File: src/mtr_pkg.sv
package mtr_pkg;

	// ****************************************
	// register indices (byte address is four times the index)
	// ****************************************
	localparam logic [7:0] IDX_STATUS = 8'hF0;
	localparam logic [7:0] IDX_CTRL2 = 8'hF2;
	localparam logic [7:0] IDX_RATE_HI = 8'hF3;
	localparam logic [7:0] IDX_RATE_LO = 8'hF4;
	localparam logic [7:0] IDX_SIZE = 8'hF5;
	localparam logic [7:0] IDX_DEBOUNCE = 8'hF6;
	localparam logic [7:0] IDX_BATCH = 8'hF7;
	localparam logic [7:0] IDX_TRANSIENT = 8'hF8;
	localparam logic [7:0] IDX_NOISE = 8'hF9;
	localparam logic [7:0] IDX_SIG_HI = 8'hFA;
	localparam logic [7:0] IDX_SIG_LO = 8'hFB;
	localparam logic [7:0] IDX_DC_HI = 8'hFC;
	localparam logic [7:0] IDX_DC_LO = 8'hFD;
	localparam logic [7:0] IDX_IRQ_MASK = 8'hE0;
	localparam logic [7:0] IDX_SENS = 8'hE1;

	// ****************************************
	// field layouts
	// ****************************************
	localparam int ST_TRANSIENT = 0;
	localparam int ST_NOISE = 1;
	localparam int ST_NEW_SAMPLE = 3;
	localparam int ST_MOTION = 5;
	localparam int ST_RATE_LOW = 6;
	localparam logic [7:0] STATUS_MASK = 8'h6B;
	localparam logic [7:0] SENSE_FIELD = 8'h7F;
	localparam int WSIZE_LSB = 3;

	// ****************************************
	// reset values and thresholds
	// ****************************************
	localparam logic [7:0] RST_SIZE = 8'h01;
	localparam logic [7:0] RST_DEBOUNCE = 8'h01;
	localparam logic [7:0] RST_BATCH = 8'h01;
	localparam logic [7:0] RST_SENSE = 8'h00;
	localparam logic [7:0] RST_CTRL2 = 8'h08;
	localparam logic [15:0] RATE_LOW_LIMIT = 16'h0080;

	// window size codes
	typedef enum logic [1:0] {
		WIN_RESERVED = 2'h0,
		WIN_SMALL = 2'h1,
		WIN_MEDIUM = 2'h2,
		WIN_LARGE = 2'h3
	} mtr_win_type;

endpackage : mtr_pkg

File: src/mtr_sample_if.sv
// averaged sample stream between the averager and the register bank
interface mtr_sample_if;
	logic valid; // one-cycle strobe of a new sample
	logic [15:0] data; // averaged sample
	modport src (output valid, output data);
	modport dst (input valid, input data);
endinterface : mtr_sample_if

File: src/mtr_tuning_regs.sv
// Function
// RL1 - report sixteen-bit process rate, low below 0080h
// RL2 - software reads sixteen-bit pairs atomically
// RL3 - average converter samples by sample size
// RL4 - debounce time sets wait, 01h to FFh
// RL5 - debounce below sensitivity means no motion
// RL6 - batch mask counts consecutive out-of-window samples
// RL7 - transient field bits 6-0, zero disables
// RL8 - noise field bits 6-0, zero disables
// RL9 - software limits noise value by window
// RL10 - new sample stored, new-sample flag set
// RL11 - new limits store DC level pair
// RL12 - sensitivity bit seven reads zero
// RL13 - device sets new-sample flag, software clears
// RL14 - window size codes small, medium, large
//
// Chosen here: the Wishbone slave port.
module mtr_tuning_regs
	import mtr_pkg::*;
#(
	parameter logic [15:0] WIN_SMALL_WIDTH = 16'h0040,
	parameter logic [15:0] WIN_MEDIUM_WIDTH = 16'h0080,
	parameter logic [15:0] WIN_LARGE_WIDTH = 16'h0100
) (
	input wire logic clk_i,
	input wire logic rst_i,
	input wire logic cyc_i,
	input wire logic stb_i,
	input wire logic we_i,
	input wire logic [31:0] adr_i,
	input wire logic [3:0] sel_i,
	input wire logic [31:0] dat_i,
	output logic [31:0] dat_o,
	output logic ack_o,
	input wire logic adc_valid_i,
	input wire logic [15:0] adc_i,
	input wire logic dc_valid_i,
	input wire logic [15:0] dc_i,
	input wire logic [15:0] process_rate_i,
	output logic rate_low_o,
	output logic motion_o,
	output logic irq_o
);

	// ****************************************
	// storage
	// ****************************************
	logic [7:0] sample_averaging_size; // averaging amount
	logic [7:0] debounce_time; // debounce wait
	logic [7:0] debounce_batch_mask; // batch mask
	logic [7:0] transient_sensitivity; // bits 6-0 only used
	logic [7:0] noise_sensitivity; // bits 6-0 only used
	logic [7:0] motion_sensitivity; // compared with debounce time
	logic [7:0] advanced_control_two; // lock, window size, update rate
	logic [7:0] irq_mask; // interrupt enables
	logic [7:0] status; // sticky event flags
	logic [15:0] sensor_sample_value; // last averaged sample
	logic [15:0] sensor_dc_level; // last dc level
	logic [15:0] engine_process_rate; // sampled process rate
	logic [7:0] low_shadow; // low byte captured on high read
	logic [15:0] prev_sample; // previous sample for deltas
	logic [16:0] prev_delta; // previous signed delta
	logic have_prev; // a previous sample exists

	// ****************************************
	// sub blocks
	// ****************************************
	mtr_sample_if avg_bus ();
	wire motion_pulse; // debounced motion event
	wire out_of_window; // sample outside control window

	// averages raw converter samples
	mtr_averager u_avg (
		.clk_i(clk_i),
		.rst_i(rst_i),
		.adc_valid_i(adc_valid_i),
		.adc_i(adc_i),
		.size_i(sample_averaging_size),
		.out(avg_bus.src)
	);

	// debounces window excursions into motion
	mtr_debounce u_deb (
		.clk_i(clk_i),
		.rst_i(rst_i),
		.sample_valid_i(avg_bus.valid),
		.out_of_window_i(out_of_window),
		.batch_mask_i(debounce_batch_mask),
		.debounce_time_i(debounce_time),
		.sensitivity_i(motion_sensitivity),
		.motion_o(motion_pulse)
	);

	// ****************************************
	// engine side decode
	// ****************************************
	// magnitude of a signed 17-bit difference, saturated to 16 bits
	function automatic logic [15:0] mag17(input logic [16:0] d);
		logic [16:0] m;
		m = d[16] ? (17'h00000 - d) : d;
		return m[16] ? 16'hFFFF : m[15:0];
	endfunction : mag17

	wire [15:0] new_sample = avg_bus.data; // incoming average
	wire [16:0] delta = {1'b0, new_sample} - {1'b0, prev_sample}; // signed step
	wire [16:0] dc_diff = {1'b0, new_sample} - {1'b0, sensor_dc_level}; // offset from dc
	wire [15:0] delta_mag = mag17(delta); // step size
	wire [15:0] prev_mag = mag17(prev_delta); // previous step size
	wire [15:0] dc_mag = mag17(dc_diff); // excursion size
	wire [6:0] trans_field = transient_sensitivity[6:0]; // transient level
	wire [6:0] noise_field = noise_sensitivity[6:0]; // noise level
	wire [1:0] win_code = advanced_control_two[WSIZE_LSB +: 2]; // window size field
	logic [15:0] win_width; // half width of the control window

	// RL14 window size decode
	always_comb begin
		unique case (mtr_win_type'(win_code))
			WIN_SMALL: win_width = WIN_SMALL_WIDTH;
			WIN_MEDIUM: win_width = WIN_MEDIUM_WIDTH;
			WIN_LARGE: win_width = WIN_LARGE_WIDTH;
			WIN_RESERVED: win_width = 16'hFFFF;
		endcase
	end

	// reserved window code never leaves the window
	assign out_of_window = (win_code != WIN_RESERVED) && (dc_mag > win_width);
	// RL7 transient zero disables
	wire transient_hit = avg_bus.valid && have_prev && (trans_field != 7'h00)
		&& (delta_mag > {9'h000, trans_field});
	// RL8 noise zero disables
	wire noise_hit = avg_bus.valid && have_prev && (noise_field != 7'h00)
		&& (delta[16] != prev_delta[16]) && (delta_mag > {9'h000, noise_field})
		&& (prev_mag > {9'h000, noise_field});
	// RL1 process rate low flag
	wire rate_low = engine_process_rate < RATE_LOW_LIMIT;

	// ****************************************
	// bus decode
	// ****************************************
	wire [7:0] idx = adr_i[9:2]; // word index
	wire upper_zero = adr_i[31:10] == 22'h000000; // only the low window is mapped
	wire req = cyc_i && stb_i && !ack_o; // new bus request
	wire wr = req && we_i && sel_i[0]; // byte lane zero write
	wire rd = req && !we_i; // read access
	wire wr_size = wr && upper_zero && (idx == IDX_SIZE);
	wire wr_deb = wr && upper_zero && (idx == IDX_DEBOUNCE);
	wire wr_batch = wr && upper_zero && (idx == IDX_BATCH);
	wire wr_trans = wr && upper_zero && (idx == IDX_TRANSIENT);
	wire wr_noise = wr && upper_zero && (idx == IDX_NOISE);
	wire wr_ctrl2 = wr && upper_zero && (idx == IDX_CTRL2);
	wire wr_mask = wr && upper_zero && (idx == IDX_IRQ_MASK);
	wire wr_sens = wr && upper_zero && (idx == IDX_SENS);
	wire wr_status = wr && upper_zero && (idx == IDX_STATUS);
	wire rd_sig_hi = rd && upper_zero && (idx == IDX_SIG_HI);
	wire rd_dc_hi = rd && upper_zero && (idx == IDX_DC_HI);
	wire rd_rate_hi = rd && upper_zero && (idx == IDX_RATE_HI);
	logic [7:0] rd_byte; // selected read byte

	// read selection, unmapped reads return zero
	always_comb begin
		rd_byte = 8'h00;
		if (upper_zero) begin
			unique case (idx)
				IDX_STATUS: rd_byte = status;
				IDX_CTRL2: rd_byte = advanced_control_two;
				IDX_RATE_HI: rd_byte = engine_process_rate[15:8];
				IDX_RATE_LO: rd_byte = low_shadow;
				IDX_SIZE: rd_byte = sample_averaging_size;
				IDX_DEBOUNCE: rd_byte = debounce_time;
				IDX_BATCH: rd_byte = debounce_batch_mask;
				// RL12 bit seven reads zero
				IDX_TRANSIENT: rd_byte = transient_sensitivity & SENSE_FIELD;
				IDX_NOISE: rd_byte = noise_sensitivity & SENSE_FIELD;
				IDX_SIG_HI: rd_byte = sensor_sample_value[15:8];
				IDX_SIG_LO: rd_byte = low_shadow;
				IDX_DC_HI: rd_byte = sensor_dc_level[15:8];
				IDX_DC_LO: rd_byte = low_shadow;
				IDX_IRQ_MASK: rd_byte = irq_mask;
				IDX_SENS: rd_byte = motion_sensitivity;
				default: rd_byte = 8'h00;
			endcase
		end
	end

	// ****************************************
	// bus answer
	// ****************************************
	// single-cycle ack, data registered with it
	always_ff @(posedge clk_i) begin
		if (rst_i) begin
			ack_o <= 1'b0;
			dat_o <= 32'h00000000;
		end else begin
			ack_o <= req;
			if (rd) begin
				dat_o <= {24'h000000, rd_byte};
			end
		end
	end

	// RL2 high read captures low byte
	always_ff @(posedge clk_i) begin
		if (rst_i) begin
			low_shadow <= 8'h00;
		end else if (rd_sig_hi) begin
			low_shadow <= sensor_sample_value[7:0];
		end else if (rd_dc_hi) begin
			low_shadow <= sensor_dc_level[7:0];
		end else if (rd_rate_hi) begin
			low_shadow <= engine_process_rate[7:0];
		end
	end

	// ****************************************
	// tuning registers
	// ****************************************
	// software-written settings
	always_ff @(posedge clk_i) begin
		if (rst_i) begin
			sample_averaging_size <= RST_SIZE;
			debounce_time <= RST_DEBOUNCE;
			debounce_batch_mask <= RST_BATCH;
			transient_sensitivity <= RST_SENSE;
			noise_sensitivity <= RST_SENSE;
			motion_sensitivity <= RST_SENSE;
			advanced_control_two <= RST_CTRL2;
			irq_mask <= 8'h00;
		end else begin
			if (wr_size) sample_averaging_size <= dat_i[7:0];
			// RL4 debounce time stored
			if (wr_deb) debounce_time <= dat_i[7:0];
			// RL6 batch mask stored
			if (wr_batch) debounce_batch_mask <= dat_i[7:0];
			// RL12 bit seven ignores writes
			if (wr_trans) transient_sensitivity <= dat_i[7:0] & SENSE_FIELD;
			if (wr_noise) noise_sensitivity <= dat_i[7:0] & SENSE_FIELD;
			if (wr_sens) motion_sensitivity <= dat_i[7:0];
			if (wr_ctrl2) advanced_control_two <= dat_i[7:0];
			if (wr_mask) irq_mask <= dat_i[7:0] & STATUS_MASK;
		end
	end

	// ****************************************
	// engine results
	// ****************************************
	// sample, dc level and process rate capture
	always_ff @(posedge clk_i) begin
		if (rst_i) begin
			sensor_sample_value <= 16'h0000;
			sensor_dc_level <= 16'h0000;
			engine_process_rate <= 16'h0000;
			prev_sample <= 16'h0000;
			prev_delta <= 17'h00000;
			have_prev <= 1'b0;
		end else begin
			// RL1 process rate tracked
			engine_process_rate <= process_rate_i;
			// RL10 store new sample
			if (avg_bus.valid) begin
				sensor_sample_value <= new_sample;
				prev_sample <= new_sample;
				prev_delta <= have_prev ? delta : 17'h00000;
				have_prev <= 1'b1;
			end
			// RL11 store dc level
			if (dc_valid_i) begin
				sensor_dc_level <= dc_i;
			end
		end
	end

	// ****************************************
	// status and interrupt
	// ****************************************
	logic [7:0] set_bits; // events this cycle

	// gather events into status positions
	always_comb begin
		set_bits = 8'h00;
		set_bits[ST_TRANSIENT] = transient_hit;
		set_bits[ST_NOISE] = noise_hit;
		// RL13 device sets new-sample flag
		set_bits[ST_NEW_SAMPLE] = avg_bus.valid;
		set_bits[ST_MOTION] = motion_pulse;
		set_bits[ST_RATE_LOW] = rate_low;
	end

	// sticky flags, write one clears, a set wins
	always_ff @(posedge clk_i) begin
		if (rst_i) begin
			status <= 8'h00;
		end else begin
			// RL13 software clears by writing one
			status <= ((status & ~(wr_status ? dat_i[7:0] : 8'h00)) | set_bits) & STATUS_MASK;
		end
	end

	// registered side outputs
	always_ff @(posedge clk_i) begin
		if (rst_i) begin
			irq_o <= 1'b0;
			rate_low_o <= 1'b0;
			motion_o <= 1'b0;
		end else begin
			irq_o <= |(status & irq_mask);
			rate_low_o <= rate_low;
			motion_o <= motion_pulse;
		end
	end

endmodule : mtr_tuning_regs

File: src/mtr_averager.sv
module mtr_averager
	import mtr_pkg::*;
(
	input wire logic clk_i,
	input wire logic rst_i,
	input wire logic adc_valid_i,
	input wire logic [15:0] adc_i,
	input wire logic [7:0] size_i,
	mtr_sample_if.src out
);

	// ****************************************
	// block averaging with a serial divider
	// ****************************************
	typedef enum logic [1:0] {
		AV_ACC = 2'b00,
		AV_DIV = 2'b01,
		AV_OUT = 2'b11
	} mtr_av_type;

	mtr_av_type state; // averager phase
	logic [23:0] sum; // running sum, then quotient
	logic [8:0] rem; // division remainder
	logic [7:0] cnt; // samples taken
	logic [7:0] divisor; // latched block size
	logic [4:0] bit_cnt; // divider steps left
	logic [15:0] result; // last average
	logic res_valid; // result strobe
	wire [7:0] size_eff = (size_i == 8'h00) ? 8'h01 : size_i; // zero acts as one
	wire [8:0] trial = {rem[7:0], sum[23]}; // next partial remainder
	wire fits = trial >= {1'b0, divisor}; // subtract step

	assign out.valid = res_valid;
	assign out.data = result;

	// accumulate, divide, publish
	always_ff @(posedge clk_i) begin
		res_valid <= 1'b0;
		if (rst_i) begin
			state <= AV_ACC;
			sum <= 24'h000000;
			rem <= 9'h000;
			cnt <= 8'h00;
			divisor <= 8'h01;
			bit_cnt <= 5'h00;
			result <= 16'h0000;
		end else begin
			unique case (state)
				AV_ACC: begin
					// RL3 average by size
					if (adc_valid_i) begin
						sum <= sum + {8'h00, adc_i};
						if (cnt + 8'h01 >= size_eff) begin
							cnt <= 8'h00;
							divisor <= size_eff;
							rem <= 9'h000;
							bit_cnt <= 5'd24;
							state <= AV_DIV;
						end else begin
							cnt <= cnt + 8'h01;
						end
					end
				end
				AV_DIV: begin
					rem <= fits ? (trial - {1'b0, divisor}) : trial;
					sum <= {sum[22:0], fits};
					bit_cnt <= bit_cnt - 5'h01;
					if (bit_cnt == 5'h01) begin
						state <= AV_OUT;
					end
				end
				AV_OUT: begin
					result <= sum[15:0];
					res_valid <= 1'b1;
					sum <= 24'h000000;
					state <= AV_ACC;
				end
			endcase
		end
	end

endmodule : mtr_averager

File: src/mtr_debounce.sv
module mtr_debounce
	import mtr_pkg::*;
(
	input wire logic clk_i,
	input wire logic rst_i,
	input wire logic sample_valid_i,
	input wire logic out_of_window_i,
	input wire logic [7:0] batch_mask_i,
	input wire logic [7:0] debounce_time_i,
	input wire logic [7:0] sensitivity_i,
	output logic motion_o
);

	// ****************************************
	// out-of-window batching and debounce count
	// ****************************************
	logic [7:0] hist; // recent out-of-window history
	logic [7:0] count; // valid debounce counts
	wire [7:0] next_hist = {hist[6:0], out_of_window_i}; // history with this sample
	// RL6 mask forms one batch
	wire batch_done = (next_hist & batch_mask_i) == batch_mask_i;
	// RL5 short debounce disables detection
	wire enabled = debounce_time_i >= sensitivity_i;
	// RL4 wait debounce time
	wire reached = batch_done && (count + 8'h01 >= debounce_time_i);

	// track batches and raise motion
	always_ff @(posedge clk_i) begin
		motion_o <= 1'b0;
		if (rst_i) begin
			hist <= 8'h00;
			count <= 8'h00;
		end else if (sample_valid_i) begin
			if (!out_of_window_i) begin
				// back in window: start over
				hist <= 8'h00;
				count <= 8'h00;
			end else if (reached) begin
				hist <= 8'h00;
				count <= 8'h00;
				motion_o <= enabled;
			end else if (batch_done) begin
				hist <= 8'h00;
				count <= count + 8'h01;
			end else begin
				hist <= next_hist;
			end
		end
	end

endmodule : mtr_debounce

File: config.mk
export PLATFORM = sky130hd
export DESIGN_NAME = mtr_tuning_regs
export DESIGN_NICKNAME = d
export VERILOG_FILES = /design/src/mtr_pkg.sv /design/src/mtr_sample_if.sv /design/src/mtr_tuning_regs.sv /design/src/mtr_averager.sv /design/src/mtr_debounce.sv
export SDC_FILE = /design/constraint.sdc
export NUM_CORES = 1
export LEC_CHECK = 0
export BUFFER_PORTS_ARGS = -buffer_cell sky130_fd_sc_hd__buf_2
export CAP_MARGIN = 20
export CORE_ASPECT_RATIO = 0.75
export CORE_MARGIN = 3
export CORE_UTILIZATION = 35
export DETAILED_ROUTE_END_ITERATION = 8
export GPL_TIMING_DRIVEN = 0
export SLEW_MARGIN = 20
export SYNTH_ARGS = -nofsm -noshare
export SYNTH_HDL_FRONTEND = slang
export SYNTH_SLANG_ARGS = --single-unit
File: constraint.sdc
create_clock -name clk_i -period 5.42 [get_ports clk_i]
set_input_delay 0.542 -clock clk_i [delete_from_list [all_inputs] [get_ports clk_i]]
set_output_delay 0.542 -clock clk_i [all_outputs]
set_load 0.02 [all_outputs]
==> Word level (Yosys, flattened, before mapping) <==
Index checks and enable logic that the tools add are counted.
{ "totals": {"register_bits": 238, "out_inout_bits": 36} }
{ "op_classes": {"reduce_logical": 47, "add_sub_neg": 10, "muxes": 36, "magnitude_cmp": 9, "eq_ne": 27, "n_bitwise": 8} }
{ "op_table": {"columns": ["cell", "n"], "rows": [
  ["$eq A8 B8 Y1 const B", 15],
  ["$pmux W8 S13", 1],
  ["$mux W8", 12],
  ["$pmux W24 S3", 1],
  ["$mux W17", 4],
  ["$pmux W16 S4", 1],
  ["$sub A1 B17 Y17 const A", 3],
  ["$gt A16 B7 Y1", 3],
  ["$mux W16", 3],
  ["$sub A16 B16 Y17", 2],
  ["$logic_and A1 B1 Y1", 28],
  ["$mux W7", 4],
  ["$add A24 B16 Y24", 1],
  ["$ge A8 B8 Y1", 3],
  ["$mux W24", 1],
  ["$logic_not A22 Y1", 1],
  ["$add A8 B1 Y8 const B", 2],
  ["$gt A16 B16 Y1", 1],
  ["$lt A16 B8 Y1 const B", 1],
  ["$pmux W8 S2", 1],
  ["$and A7 B7 Y7", 2],
  ["$reduce_bool A7 Y1", 2],
  ["$mux W5", 2],
  ["$pmux W5 S2", 1],
  ["other kinds (28)", 42]
]} }

==> Longest topological paths before layout <==
{ "depth": {"word_depth": 11, "mapped_depth": 26, "ltp_nobuf": 24} }

==> Cells and area by module <==
A second synthesis with hierarchy kept.
{ "unflattened": {"cells_unflattened": 2023, "area_unflattened_um2": 16203.0} }
{ "by_module_without_submodules": {"columns": ["module", "area_each_um2", "cells_per_inst", "n_inst"], "rows": [
  ["mtr_tuning_regs", 10341.2, 1278, 1],
  ["mtr_averager", 4658.2, 598, 1],
  ["mtr_debounce", 1203.7, 147, 1]
]} }

==> Worst setup path before layout <==
Ideal clock, no wire load.
{ "synth_path": {"path_kind": "register to register", "startpoint": "register sensor_dc_level[1]", "endpoint": "register u_deb.count[3]", "period_less_slack_ns": 4.986, "stages_incl_launch_ff": 25, "path_buffers": 1, "arrival_time_ns": 4.869, "required_time_ns": 5.303, "setup_slack_ns": 0.434, "setup_ns": 0.117, "cell_sequence": "dfxtp_1 inv_1 ha_1 nor2b_4 o21ai_0 or3b_1 and2_4 or4_4 nor4_4 o211ai_2 nor4_4 buf_6 o21ai_0 o21ai_0 ha_1 nor2b_1 o21a_1 o21a_1 o21a_1 o21a_1 o21ai_0 a21oi_1 o2111ai_1 nor3_1 a22o_1"} }
{ "synth_via": {"elab_chain_cells": 11, "elab_cells_between_ends": 13, "cone_classes": "add/sub (2); order compare (1); eq/ne (2); mux (4); bitwise (1); reduce/logical (3)"} }
{ "synth_lines": {"columns": ["element", "line", "rtl"], "rows": [
  ["from (decl)", "mtr_tuning_regs.sv:58", "logic [15:0] sensor_dc_level;"],
  ["from (signal assigned)", "mtr_tuning_regs.sv:267", "sensor_dc_level <= dc_i;"],
  ["$sub A16 B16 Y17 (*)", "mtr_tuning_regs.sv:106", "wire [16:0] dc_diff = {1'b0, new_sample} - {1'b0, sensor_dc_level};"],
  ["$sub A1 B17 Y17", "mtr_tuning_regs.sv:100", "m = d[16] ? (17'h00000 - d) : d;"],
  ["$mux W17 (*)", "mtr_tuning_regs.sv:100", null],
  ["$mux W16 (*)", "mtr_tuning_regs.sv:101", "return m[16] ? 16'hFFFF : m[15:0];"],
  ["$gt A16 B16 Y1 (*)", "mtr_tuning_regs.sv:126", "assign out_of_window = (win_code != WIN_RESERVED) && (dc_mag > win_width);"],
  ["$logic_and A1 B1 Y1 (*)", "mtr_tuning_regs.sv:126", null],
  ["$and A8 B8 Y8", "mtr_debounce.sv:21", "wire batch_done = (next_hist & batch_mask_i) == batch_mask_i;"],
  ["$eq A8 B8 Y1", "mtr_debounce.sv:21", null],
  ["$logic_and A1 B1 Y1", "mtr_debounce.sv:25", "wire reached = batch_done && (count + 8'h01 >= debounce_time_i);"],
  ["$ne A3 B3 Y1 (no line) or $mux W8 (tied branches)", null, null],
  ["$reduce_and A2 Y1 (no line) or $mux W8 (tied branches)", null, null],
  ["to (signal assigned)", "mtr_debounce.sv:44", "count <= count + 8'h01;"],
  ["to (decl)", "mtr_debounce.sv:18", "logic [7:0] count;"]
]} }
Mark *: on every way between the ends. The rest lies on a longest branch, timed or not.
A chain may end at the register's enable or synchronous reset.

==> Worst setup path in the final report <==
{ "layout_path": {"startpoint": "register u_avg.result[0] (netlist: u_avg.out.data[0])", "endpoint": "register u_deb.count[4]"} }
{ "layout_via": {"elab_chain_cells": 11, "elab_cells_between_ends": 13, "cone_classes": "add/sub (2); order compare (1); eq/ne (2); mux (4); bitwise (1); reduce/logical (3)"} }
{ "layout_lines": {"columns": ["element", "line", "rtl"], "rows": [
  ["from (decl)", "mtr_averager.sv:27", "logic [15:0] result;"],
  ["from (signal assigned)", "mtr_averager.sv:73", "result <= sum[15:0];"],
  ["$sub A16 B16 Y17 (*)", "mtr_tuning_regs.sv:106", null],
  ["$sub A1 B17 Y17", "mtr_tuning_regs.sv:100", null],
  ["$mux W17 (*)", "mtr_tuning_regs.sv:100", null],
  ["$mux W16 (*)", "mtr_tuning_regs.sv:101", null],
  ["$gt A16 B16 Y1 (*)", "mtr_tuning_regs.sv:126", null],
  ["$logic_and A1 B1 Y1 (*)", "mtr_tuning_regs.sv:126", null],
  ["$and A8 B8 Y8", "mtr_debounce.sv:21", null],
  ["$eq A8 B8 Y1", "mtr_debounce.sv:21", null],
  ["$logic_and A1 B1 Y1", "mtr_debounce.sv:25", null],
  ["$ne A3 B3 Y1 (no line) or $mux W8 (tied branches)", null, null],
  ["$reduce_and A2 Y1 (no line) or $mux W8 (tied branches)", null, null]
]} }
Marks and branches as above.

==> flow_metrics.env <==
export IMPL_path_common_cell="sky130_fd_sc_hd__o21a_1"
export IMPL_async_reset_ff_share_pct=0
export IMPL_timing_max_slew_rel_slack_pct=29.5
export IMPL_grt_first_pass_wirelength_um=78900
export IMPL_setup_viol=0
export IMPL_grt_util_met2_pct=31.2
export IMPL_postSynthCellCount=1928
export IMPL_crit_slowest_cell="sky130_fd_sc_hd__or4_4"
export IMPL_cp_start_kind="flip-flop"
export IMPL_synth_top_area_share_pct=30.3
export IMPL_worst_ep_arrival_time_ns=5.68
export IMPL_detailedPlacementHpwl_um=40000
export IMPL_finish_net_count=2348
export IMPL_post_route_period_util_pct=96.6
export IMPL_grt_overflow_total=0
export IMPL_cts_buffer_depth=3
export IMPL_worstHoldPathType="in -> reg"
export IMPL_initial_utilization_pct=35.9
export IMPL_finalSetupTns_ns=0
export IMPL_p_sw_w=0.00142
export IMPL_outcome="finished clean"
export IMPL_horizontal_die_dimension_um=251
export IMPL_drc=0
export IMPL_met1_usage_pct=31.1
export IMPL_std_cell_rows=66
export IMPL_worst_slack_ns=0.183
export IMPL_postRouteAntennaNets=0
export IMPL_final_hold_violation_count=0
export IMPL_netlist_cell_type_count=90
export IMPL_synth_largest_area_cell="sky130_fd_sc_hd__dfxtp_1"
export IMPL_grt_busiest_layer="met2"
export IMPL_drt_wl_total_um=51900
export IMPL_gr_usage_met3_pct=3.79
export IMPL_tritoncts="done"
export IMPL_gpl_final_weighted_congestion=0.921
export IMPL_mean_instance_size_in_the_synthesized_netlist_um2=8.16
export IMPL_cts_reportedPaths_clkPinSlew_ns=0.06
export IMPL_ir_worst_vdd_uv=306
export IMPL_static_leak_nw=7.33
export IMPL_design_die_area_mm2=0.0476
export IMPL_chipHeight_um=190
export IMPL_n_antenna_cell=0
export IMPL_clock_root_buffer="sky130_fd_sc_hd__clkbuf_16"
export IMPL_cts_sinks=238
export IMPL_insertion_delay_to_the_later_sink_of_the_worst_skew_pair_ns=0.57
export IMPL_ys_ff_latch=238
export IMPL_detailroute_via_count=15100
export IMPL_ctsHoldBuffers=0
export IMPL_cap_violations=0
export IMPL_avgViaCountPerCell=5.60
export IMPL_worstPathRequired_ns=5.86
export IMPL_grt_antenna_before_repair=2
export IMPL_clock_power_share_pct=40.5
export IMPL_design_core_area_mm2=0.0438
export IMPL_first_global_vias=13800
export IMPL_min_period_ns=5.24
export IMPL_first_iter_violations=1527
export IMPL_drt_first_pass_iters=6
export IMPL_netlist_area_mm2=0.0157
export IMPL_worst_setup_path_type="reg -> reg"
export IMPL_layout_area_overhead_vs_synth_pct=16.7
export IMPL_final_setup_skew_ns=0.0264
export IMPL_slew_limit_fails=0
export IMPL_power_switching_fraction_pct=29.8
export IMPL_h_tree_depth=1
export IMPL_final_layout_worst_hold_slack_ns=0.188
export IMPL_critical_path_s_largest_stage_delay_ns=0.57
export IMPL_preCtsSetupSlack_ns=-0.634
export IMPL_total_number_of_yosys_warnings=0
export IMPL_clock_buffers_created_by_tritoncts=27
export IMPL_globalRouteTotalUtil_pct=20.9
export IMPL_fmax_mhz=191
export IMPL_worstMarginPinSlew_ns=1.06
export IMPL_setup_worst_path_end_class="flip-flop"
export IMPL_seq_power_share_pct=39.0
export IMPL_number_of_synthesized_flops_with_an_enable_pin=0
export IMPL_ys_flop_type="sky130_fd_sc_hd__dfxtp_1"
export IMPL_internal_power_w=0.00334
export IMPL_routed_wire_length_per_instance_um=19.3
export IMPL_crit_fanout=7
export IMPL_port_buffers=97
export IMPL_critical_path_buf_inv_count=4
export IMPL_synth_top_cells_by_area="sky130_fd_sc_hd__dfxtp_1, sky130_fd_sc_hd__ha_1, sky130_fd_sc_hd__mux2i_1"
export IMPL_power_density_cell_area_mw_per_mm2=259
export IMPL_drive_gt1_share_pct=12.1
export IMPL_pwr_share_comb_pct=20.5
export IMPL_worst_path_dominant_cell_family="compound AO/OA/AOI/OAI gates"
export IMPL_num_io_pins=159
export IMPL_yosysSeqAreaShare_pct=30.3
export IMPL_grt_max_degree=16
==> per-stage QoR <==
stage | area (µm²) | cells | power (W) | util, %
final | 18400 | 2689 | 0.00476 | 41.9
after global placement | 17000 | 2626 | 0.00278 | 38.8
after detailed placement | 17000 | 2626 | 0.00280 | 38.8
after floorplan | 15800 | 1951 | 0.00256 | -
after CTS | 18100 | 2677 | 0.00475 | 41.2
after global routing | 18400 | 2689 | 0.00497 | 41.9
==> cell families (layout without fill, tap and decap cells) <==
family                     Yosys count  in the layout  synth area share [%]
buffers and inverters              232            392                  6.17
other                                1             24                0.0238
DFF                                238            238                  30.3
adders and majority gates          133            133                  10.8
muxes                              112            112                  7.16
xor gates and xnor gates            61             61                  3.40
AOI/OAI and AO/OA                  503            503                  22.2
and+or+nand+nor                    648            648                  20.1
==> synth_stat cells (all sizes together) (18+ instances only) <==
| master | n |
|---|---|
| a211oi | 20 |
| a21o | 35 |
| a21oi | 120 |
| a221oi | 18 |
| a22o | 32 |
| a22oi | 28 |
| buf | 36 |
| clkbuf | 66 |
| dfxtp | 238 |
| ha | 129 |
| inv | 129 |
| mux2i | 108 |
| nand2 | 127 |
| nand3 | 44 |
| nand4 | 19 |
| nor2 | 249 |
| nor2b | 47 |
| nor3 | 46 |
| nor4 | 21 |
| o21a | 31 |
| o21ai | 74 |
| xnor2 | 33 |
| xor2 | 28 |
==> state kept, by name, summed over array words and instances (netlist names), 16 cells and up <==
name,count
u_avg.sum,24
u_avg.out.data,16
engine_process_rate,16
prev_sample,16
sensor_dc_level,16
prev_delta,17
==> cell usage in the layout, fill, tap and decap left out, types with 28 or more instances in the layout <==
cell type / n
sky130_fd_sc_hd__o21a_1: 31
sky130_fd_sc_hd__a22o_1: 32
sky130_fd_sc_hd__nor2b_1: 44
sky130_fd_sc_hd__mux2i_1: 108
sky130_fd_sc_hd__buf_2: 99
sky130_fd_sc_hd__ha_1: 128
sky130_fd_sc_hd__clkbuf_1: 69
sky130_fd_sc_hd__nand3_1: 43
sky130_fd_sc_hd__inv_1: 128
sky130_fd_sc_hd__buf_4: 38
sky130_fd_sc_hd__xnor2_1: 31
sky130_fd_sc_hd__dfxtp_1: 232
sky130_fd_sc_hd__a21o_1: 34
sky130_fd_sc_hd__a22oi_1: 28
sky130_fd_sc_hd__o21ai_0: 58
sky130_fd_sc_hd__nand2_1: 127
sky130_fd_sc_hd__nor2_1: 247
sky130_fd_sc_hd__nor3_1: 36
sky130_fd_sc_hd__a21oi_1: 118
==> repair_timing <==
item	in CTS	in global routing
setup endpoints to repair	16	18
buffers inserted	4	12
pin swaps	5	18
gates resized for setup	17	39
==> worst paths after layout <==
check	start	end	slack, ns	cells after the start
max reg2reg	u_avg.out.data[0]	u_deb.count[4]	0.18	26
max	u_avg.out.data[0]	u_deb.count[4]	0.18	26
min reg2reg	u_avg.divisor[5]	u_avg.divisor[5]	0.46	2
min	process_rate_i[11]	engine_process_rate[11]	0.19	2
==> cell type report <==
class | count | area [µm²]
fillers | 4368 | 25500
multi-input cells | 1481 | 10300
flip-flops and latches | 238 | 4780
well taps | 578 | 723
clock buffers | 32 | 704
repair buffers | 113 | 631
inverters | 130 | 490
plain buffers | 101 | 479
clock inverters | 16 | 215
==> routing by layer <==
metal  vias to the layer above  wire, µm
li1                       7256         -
met1                      7112     25200
met2                       608     21300
met3                        76      4270
met4                         2      1110
met5                         -        13
==> power groups by stage <==
stage	clock, W	combinational (W)	sequential (W)
finish	0.00193	0.000974	0.00186
global route	0.00203	0.00108	0.00186
CTS	0.00197	0.000927	0.00186
detailed placement	0	0.000909	0.00189
global placement	0	0.000889	0.00189
floorplan	0	0.000691	0.00187
(Power assumes the default switching activity.)
